$ cat config.mk
export PLATFORM = sky130hd
export DESIGN_NAME = settings_preserve
export DESIGN_NICKNAME = d
export VERILOG_FILES = /design/src/core/settings_pkg.sv /design/src/core/settings_preserve.sv
export SDC_FILE = /design/constraint.sdc
export NUM_CORES = 1
export LEC_CHECK = 0
export BUFFER_PORTS_ARGS = -buffer_cell sky130_fd_sc_hd__buf_2
export CORE_MARGIN = 2
export CORE_UTILIZATION = 45
export CTS_BUF_LIST = sky130_fd_sc_hd__clkbuf_8
export DETAILED_ROUTE_END_ITERATION = 7
export PLACE_DENSITY_LB_ADDON = 0.15
export SLEW_MARGIN = 20
export SYNTH_ARGS = -nofsm -noshare
export SYNTH_HDL_FRONTEND = slang
export SYNTH_SLANG_ARGS = --single-unit
$ cat constraint.sdc
create_clock -name clk_sys -period 1.9 [get_ports clk_sys]
set_input_delay 0.19 -clock clk_sys [delete_from_list [all_inputs] [get_ports clk_sys]]
set_output_delay 0.19 -clock clk_sys [all_outputs]
set_load 0.005 [all_outputs]
$ cat src/core/settings_pkg.sv
package settings_pkg;

  // feature command codes
  localparam logic [7:0] FEAT_SATA_EN      = 8'h10;
  localparam logic [7:0] FEAT_SATA_DIS     = 8'h90;
  localparam logic [7:0] SATA_SEL_PRESERVE = 8'h06;
  localparam logic [7:0] FEAT_WCACHE_EN    = 8'h02;
  localparam logic [7:0] FEAT_WCACHE_DIS   = 8'h82;
  localparam logic [7:0] FEAT_XFER_MODE    = 8'h03;
  localparam logic [7:0] FEAT_APM_EN       = 8'h05;
  localparam logic [7:0] FEAT_APM_DIS      = 8'h85;
  localparam logic [7:0] FEAT_RLA_EN       = 8'hAA;
  localparam logic [7:0] FEAT_RLA_DIS      = 8'h55;
  localparam logic [7:0] FEAT_RELINT_EN    = 8'h5D;
  localparam logic [7:0] FEAT_RELINT_DIS   = 8'hDD;
  localparam logic [7:0] FEAT_SVCINT_EN    = 8'h5E;
  localparam logic [7:0] FEAT_SVCINT_DIS   = 8'hDE;
  localparam logic [7:0] FEAT_REVERT_EN    = 8'hCC;
  localparam logic [7:0] FEAT_REVERT_DIS   = 8'h66;

  // log directory offsets and values
  localparam logic [7:0] LOGDIR_QUEUE_LO   = 8'h20;
  localparam logic [7:0] LOGDIR_QUEUE_HI   = 8'h21;
  localparam logic [7:0] LOGDIR_EVENT_LO   = 8'h22;
  localparam logic [7:0] LOGDIR_EVENT_HI   = 8'h23;
  localparam logic [7:0] LOGDIR_PRESENT    = 8'h01;
  localparam logic [7:0] LOGDIR_ABSENT     = 8'h00;

  // security states
  typedef enum logic [1:0] {
    SEC_DISABLED              = 2'h0,
    unlocked_not_frozen_state = 2'h1,
    enabled_locked_state      = 2'h3,
    SEC_FROZEN                = 2'h2
  } sec_state_t;

  // host command kinds
  typedef enum logic [2:0] {
    CMD_SET_FEATURES = 3'h0,
    CMD_INIT_PARAMS  = 3'h1,
    CMD_STANDBY      = 3'h2,
    CMD_SET_MAX      = 3'h3,
    CMD_SET_MULTIPLE = 3'h4,
    CMD_SEC_STATE    = 3'h5,
    CMD_UNLOCK_FAIL  = 3'h6,
    CMD_FREEZE       = 3'h7
  } cmd_kind_t;

  typedef struct packed {
    cmd_kind_t  kind;
    logic [7:0] feature;
    logic [7:0] count;
    logic [47:0] data;
  } host_cmd_t;

  // preserved settings
  typedef struct packed {
    logic [15:0] geometry;
    logic [7:0]  standby_timer;
    logic [47:0] max_lba;
    logic [7:0]  multiple_size;
    logic [7:0]  xfer_mode;
    logic [7:0]  apm_level;
    logic        apm_en;
    logic        wcache_en;
    logic        rla_en;
    logic        relint_en;
    logic        svcint_en;
    logic        revert_en;
    sec_state_t  sec_state;
    logic        frozen;
    logic [2:0]  unlock_cnt;
  } settings_t;

  localparam logic [2:0]  UNLOCK_CNT_INIT = 3'h5;
  localparam logic [47:0] MAX_LBA_INIT    = 48'hFFFFFFFFFFFF;

  localparam settings_t SETTINGS_DEFAULT = '{
    geometry: 16'h0000, standby_timer: 8'h00, max_lba: MAX_LBA_INIT,
    multiple_size: 8'h00, xfer_mode: 8'h00, apm_level: 8'h00, apm_en: 1'b0,
    wcache_en: 1'b1, rla_en: 1'b1, relint_en: 1'b0, svcint_en: 1'b0,
    revert_en: 1'b0, sec_state: SEC_DISABLED, frozen: 1'b0,
    unlock_cnt: UNLOCK_CNT_INIT};

endpackage : settings_pkg

$ cat src/core/settings_preserve.sv
`timescale 1ns/1ps
module settings_preserve
  import settings_pkg::*;
#(
  parameter bit HAS_PRESERVE = 1'b1,  // preservation supported
  parameter bit HAS_QUEUE_LOG = 1'b1, // log page 10h supported
  parameter bit HAS_EVENT_LOG = 1'b1, // log page 11h supported
  parameter bit HAS_SECURITY = 1'b1,  // security feature set
  parameter bit HAS_APM      = 1'b1,  // advanced power management
  parameter bit HAS_STREAM   = 1'b1   // stream error logs
) (
  input  wire logic                   clk_sys,        // 20 MHz clock
  input  wire logic                   rst,            // power-up reset
  input  wire logic                   soft_reset,     // software reset pulse
  input  wire logic                   link_reset,     // link reset pulse
  input  wire logic                   cmd_valid,      // command pulse
  input  wire settings_pkg::host_cmd_t cmd,           // command contents
  input  wire logic                   rd_err_log,     // read stream error event
  input  wire logic                   wr_err_log,     // write stream error event
  input  wire logic [7:0]             logdir_addr,    // log directory byte
  output logic                        preserve_en,    // identify enable bit
  output settings_pkg::settings_t     settings,       // current settings
  output logic [7:0]                  rd_err_cnt,     // read stream error log
  output logic [7:0]                  wr_err_cnt,     // write stream error log
  output logic [7:0]                  logdir_data     // log directory value
);
  import settings_pkg::*;

  logic      preserve_reg, preserve_next;
  settings_t set_reg, set_next;
  logic [7:0] rd_err_reg, rd_err_next, wr_err_reg, wr_err_next, logdir_reg, logdir_next;

  // log directory lookup
  function automatic logic [7:0] logdir_value(input logic [7:0] addr);
    logic [7:0] v;
    v = LOGDIR_ABSENT;
    if (addr == LOGDIR_QUEUE_LO && HAS_QUEUE_LOG) v = LOGDIR_PRESENT;
    if (addr == LOGDIR_EVENT_LO && HAS_EVENT_LOG) v = LOGDIR_PRESENT;
    return v;
  endfunction : logdir_value

  // preservation flag next value
  always_comb begin
    preserve_next = preserve_reg;
    if (link_reset) begin
      preserve_next = HAS_PRESERVE;
    end else if (soft_reset) begin
      preserve_next = preserve_reg;
    end else if (cmd_valid && cmd.kind == CMD_SET_FEATURES && cmd.count == SATA_SEL_PRESERVE && HAS_PRESERVE) begin
      if (cmd.feature == FEAT_SATA_EN) preserve_next = 1'b1;
      else if (cmd.feature == FEAT_SATA_DIS) preserve_next = 1'b0;
    end
  end

  // settings next value
  always_comb begin
    set_next    = set_reg;
    rd_err_next = rd_err_reg;
    wr_err_next = wr_err_reg;
    logdir_next = logdir_value(logdir_addr);
    if (link_reset && !preserve_reg) begin
      set_next    = SETTINGS_DEFAULT;
      rd_err_next = 8'h00;
      wr_err_next = 8'h00;
    end else if (link_reset) begin
      set_next = set_reg;
    end else begin
      if (HAS_STREAM && rd_err_log && rd_err_reg != 8'hFF) rd_err_next = rd_err_reg + 8'h01;
      if (HAS_STREAM && wr_err_log && wr_err_reg != 8'hFF) wr_err_next = wr_err_reg + 8'h01;
      if (cmd_valid) begin
        unique case (cmd.kind)
          CMD_SET_FEATURES: begin
            unique case (cmd.feature)
              FEAT_WCACHE_EN:  set_next.wcache_en = 1'b1;
              FEAT_WCACHE_DIS: set_next.wcache_en = 1'b0;
              FEAT_XFER_MODE:  set_next.xfer_mode = cmd.count;
              FEAT_APM_EN: if (HAS_APM) begin
                set_next.apm_en    = 1'b1;
                set_next.apm_level = cmd.count;
              end
              FEAT_APM_DIS: if (HAS_APM) set_next.apm_en = 1'b0;
              FEAT_RLA_EN:     set_next.rla_en    = 1'b1;
              FEAT_RLA_DIS:    set_next.rla_en    = 1'b0;
              FEAT_RELINT_EN:  set_next.relint_en = 1'b1;
              FEAT_RELINT_DIS: set_next.relint_en = 1'b0;
              FEAT_SVCINT_EN:  set_next.svcint_en = 1'b1;
              FEAT_SVCINT_DIS: set_next.svcint_en = 1'b0;
              FEAT_REVERT_EN:  set_next.revert_en = 1'b1;
              FEAT_REVERT_DIS: set_next.revert_en = 1'b0;
              default: ;
            endcase
          end
          CMD_INIT_PARAMS:  set_next.geometry      = cmd.data[15:0];
          CMD_STANDBY:      set_next.standby_timer = cmd.data[7:0];
          CMD_SET_MAX:      set_next.max_lba       = cmd.data;
          CMD_SET_MULTIPLE: set_next.multiple_size = cmd.data[7:0];
          CMD_SEC_STATE: if (HAS_SECURITY) set_next.sec_state = sec_state_t'(cmd.data[1:0]);
          CMD_UNLOCK_FAIL: if (HAS_SECURITY && set_reg.unlock_cnt != 3'h0)
            set_next.unlock_cnt = set_reg.unlock_cnt - 3'h1;
          CMD_FREEZE: if (HAS_SECURITY) set_next.frozen = 1'b1;
          default: ;
        endcase
      end
    end
  end

  // registers; power-up restores defaults
  always_ff @(posedge clk_sys) begin
    if (rst) begin
      preserve_reg <= HAS_PRESERVE;
      set_reg      <= SETTINGS_DEFAULT;
      rd_err_reg   <= 8'h00;
      wr_err_reg   <= 8'h00;
      logdir_reg   <= 8'h00;
    end else begin
      preserve_reg <= preserve_next;
      set_reg      <= set_next;
      rd_err_reg   <= rd_err_next;
      wr_err_reg   <= wr_err_next;
      logdir_reg   <= logdir_next;
    end
  end

  assign preserve_en = preserve_reg;
  assign settings    = set_reg;
  assign rd_err_cnt  = rd_err_reg;
  assign wr_err_cnt  = wr_err_reg;
  assign logdir_data = logdir_reg;

endmodule : settings_preserve

# Word level (Yosys, flattened, before mapping)
# Cells that the tools add are included.
[word_totals]
register_bits = 133
inputBits = 82
out_inout_bits = 133
elab_cells = 98
[op_classes]
add_sub_neg = 3
eq_ne = 27
muxes = 10
bitwise_logic = 2
reduce_logical = 36
[ops]
columns = ["cell", "n"]
rows = [
  ["$eq 8x8->1 const B", 7],
  ["$reduce_and 4->1", 9],
  ["$eq 8x7->1 const B", 4],
  ["$reduce_and 3->1", 7],
  ["$add 8x1->8 const B", 2],
  ["$eq 8x2->1 const B", 2],
  ["$eq 8x3->1 const B", 2],
  ["$eq 8x6->1 const B", 2],
  ["$ne 8x8->1 const B", 2],
  ["$reduce_bool 2->1", 7],
  ["$eq 3x3->1 const B", 4],
  ["$pmux 1 s2", 6],
  ["$eq 8x5->1 const B", 1],
  ["$eq 3x2->1 const B", 2],
  ["$reduce_or 2->1", 3],
  ["$logic_and 1x1->1", 5],
  ["$mux 1", 4],
  ["$reduce_and 2->1", 2],
  ["$eq 3x1->1 const B", 1],
  ["$logic_not 3->1", 1],
  ["$reduce_bool 3->1", 1],
  ["$sub 3x1->3 const B", 1],
  ["$not 1->1", 2],
  ["$logic_not 1->1", 1],
]

# Depth between registers and ports, before layout
[logic_depth]
ltp_word = 4
depth_mapped = 8
ltp_nobuf = 6

# Worst setup path before layout
# OpenSTA, ideal clock, no wires.
[synth_path]
path_type = "input to register"
from = "input port cmd[65] (netlist bit)"
to = "register set_reg (netlist bit settings[20])"
setup_ns = 0.072
arrival_time_ns = 1.674
required_time_ns = 1.828
slack_ns = 0.154
cell_stages = 5
path_buffers = 2
path_cell_list = "buf_6 > or4_4 > buf_6 > nor4_4 > mux2i_1"
[synth_between]
elab_chain_cells = 2
[synth_rtl]
columns = ["element", "line", "rtl"]
rows = [
  ["start: declaration", "settings_preserve.sv:17", "input wire settings_pkg::host_cmd_t cmd,"],
  ["$logic_not 3->1", "settings_preserve.sv:71", "unique case (cmd.kind)"],
  ["$reduce_and 4->1 (no line)", "-", ""],
  ["end signal: assignment", "settings_preserve.sv:117", "set_reg <= set_next;"],
  ["end: declaration", "settings_preserve.sv:30", "settings_t set_reg, set_next;"],
]
# Every way passes these cells.
# A chain may end at the register's enable or synchronous reset.

# Worst setup path after layout
[layout_path]
from = "register wr_err_reg[0] (netlist: wr_err_cnt[0])"
to = "register wr_err_reg[7] (netlist: wr_err_cnt[7])"
[layout_between]
elab_chain_cells = 3
elab_cells_between_ends = 4
classes_between = "add/sub: 1; eq/ne: 1; reduce/logical: 2"
[layout_rtl]
columns = ["element", "line", "rtl"]
rows = [
  ["start: declaration", "settings_preserve.sv:31", "logic [7:0] rd_err_reg, rd_err_next, wr_err_reg, wr_err_next, logdir_reg, logdir_next;"],
  ["start signal: assignment", "settings_preserve.sv:119", "wr_err_reg <= wr_err_next;"],
  ["branches (longest 3 deep; another with $add 8x1->8)", "-", ""],
]
# Parallel ways; which one is timed is not known.

==> flow_summary.ini <==
[outcome]
status = finished, final reports clean

[logic_synthesis]
yosysUniqueCellTypes = 51
yosysTopAreaCell = dfxtp_1
async_reset_ff_share_pct = 0
yosysSeqAreaShare_pct = 50.6
synth_area_per_cell_um2 = 8.50
ys_ff_latch = 126
synth.area.top_cells = dfxtp_1, nand2_1, nand3_1
synthCells = 587
synth_top_area_share_pct = 50.6
ys.flop_type = dfxtp_1
syn-cell-area_mm2 = 0.00499
yosysWarningCount = 0
synth_edf_count = 0

[drt]
firstDrtPassIters = 5
wl_per_cell_um = 14.2
ant_nets = 0
wl_um = 14000
avgViaCountPerCell = 5.10
drt_iter0_drc = 329
drcViolationCount = 0
via_count = 5023

[die]
start_util_pct = 46.0
die-width_um = 109
die_h_um = 109
coreArea_mm2 = 0.0108
rows = 38
die_area_mm2 = 0.0119
ios = 215

[clock_network]
numCtsBuffers = 17
cts_tree = built
post-cts-setup-buffer-count = 0
cts_buffer_depth = 2
clkSinkCount = 126
clk_latency_ns = 0.43
post_cts_resized = 0
htree_levels = 4
clk_pin_slew_worst_paths_ns = 0.08
cts_root_buf = clkbuf_8
cts_hold_buf = 41

[sta]
rsz0062_at_grt = false
setup_violations = 0
fin_crit_sh_pct = 83.1
slew_headroom_pct = 65.7
whs_ns = 0.0325
fin_setup_tns_ns = 0
finClkSkew_ns = 0.0113
slew_violations = 0
final-hold-violation-count = 0
fmax_mhz = 634
fin_crit_ns = 1.58
worst_slack_ns = 0.322
worst_pin_slew_ns = 0.509

[critical_path]
slowest_delay_ns = 0.38
critPathKind = register to register
cpMaxStageDelayCell = o311ai_0
regToRegSetupSlack_ns = 0.32
worst_ep_required_time_ns = 2.20
cp_max_fo = 5
end_kind = register
cp-start-kind = register
worstPathArrival_ns = 1.88
worstPathCellList = ha_1 -> nand3_1 -> o21ai_1 -> o311ai_0 -> o41ai_1

[power]
p_leak_nw = 3.36
power_density_mw_per_mm2 = 827
total_power_mw = 5.86
peakVddDrop_mv = 0.813

[place]
finalWeightedCongestion = 0.821
port_buffers = 206
place_area_mm2 = 0.00619
dp.cells = 912
dp_hpwl_um = 9470
place_ws_ns = 0.230

[final_layout]
nFillCells = 906
nets = 918
final_cell_mix = buf_2, nand2_1, dfxtp_1, nand3_1, dlygate4sd3_1
final_layout_size_suffix_gt1_share_pct = 30.8
mostFrequentLayoutCell = buf_2
instances_no_fill = 985
fin_area_mm2 = 0.00708
num_antenna_cells = 0
syn2layout_area_growth_pct = 41.9
fin_util_pct = 65.3

[grt]
grt.overflow.total = 0
track_usage_pct = 23.6
grt_pass1_wl_um = 22200
grt_max_degree = 78
grt_antenna_before_repair = 0
grt_pass1_vias = 4849

[hold_path]
hp-class = input port to register

[flow_run]
max_cap_violations = 0
==> worst max-delay path, delay by kind of cell, from the launching register on <==
family                   cells  cell delay [ns]
AO/OA/AOI/OAI                3             0.71
adder cells (fa/ha/maj)      1             0.24
flip-flops                   1             0.35
AND/OR/NAND/NOR              1             0.15
==> sequential cells by signal, summed over array words and instances, names as in the netlist <==
register     flops
settings       108
rd_err_cnt       8
logdir_data      1
wr_err_cnt       8
preserve_en      1
==> path summary, 6_finish.rpt <==
kind / start / end / depth (start not counted)
max: wr_err_cnt[0] / wr_err_cnt[7] / 5
min: cmd[3] / settings[39] / 3
max reg2reg: wr_err_cnt[0] / wr_err_cnt[7] / 5
min reg2reg: settings[17] / settings[17] / 2
==> synth_stat cells, drive strengths merged, types with 2 or more instances <==
cell,n
xnor2,5
or3,2
a211oi,2
nand3,64
dfxtp,126
clkbuf,26
buf,17
nor3,4
a41oi,2
nand3b,5
nand2b,5
and2,2
and4b,3
ha,4
a21oi,20
inv,9
nor2,37
nor4,6
nand4,3
mux2i,31
and4,3
nor4bb,2
nand2,156
xor2,3
nor4b,3
nor3b,5
nor2b,3
o211ai,2
a31oi,5
o21ai,12
or4,2
a311oi,5
==> routing by layer <==
metal / GRT usage, % / routed length [um] / vias up
li1: - / - / 2473
met1: 27.9 / 6060 / 2326
met2: 40.3 / 6660 / 200
met3: 7.11 / 991 / 24
met4: 9.04 / 261 / 0
met5: 0 / 0 / -
==> layout make-up <==
| class | count | area [um^2] | share of cell area (%) |
|---|---|---|---|
| Clock buffer | 21 | 289 | 4.08 |
| Clock inverter | 11 | 186 | 2.63 |
| Inverter | 9 | 33.8 | 0.477 |
| Multi-Input combinational cell | 415 | 2270 | 32.1 |
| Sequential cell | 126 | 2520 | 35.6 |
| Tap cell | 140 | 175 | 2.47 |
| Timing Repair Buffer | 263 | 1600 | 22.6 |
==> power breakdown <==
part	switching [mW]	internal, mW
Sequential	0.0242	2.68
Combinational	0.222	0.215
Clock	1.02	1.69
Total	1.27	4.59
==> cells by family (layout without fill, tap and decap cells) <==
| logic type | count (synthesis) | in the layout | synth area share [%] |
|---|---|---|---|
| simple gates | 310 | 310 | 29.1 |
| flops | 126 | 126 | 50.6 |
| compound gates | 55 | 55 | 6.87 |
| buf+inv | 52 | 304 | 4.77 |
| mux | 31 | 31 | 6.22 |
| xor+xnor | 8 | 8 | 1.40 |
| fa+ha+maj | 4 | 4 | 1.00 |
| other cells | 1 | 7 | 0.0752 |
No activity file was read; power rests on OpenSTA's default activity.
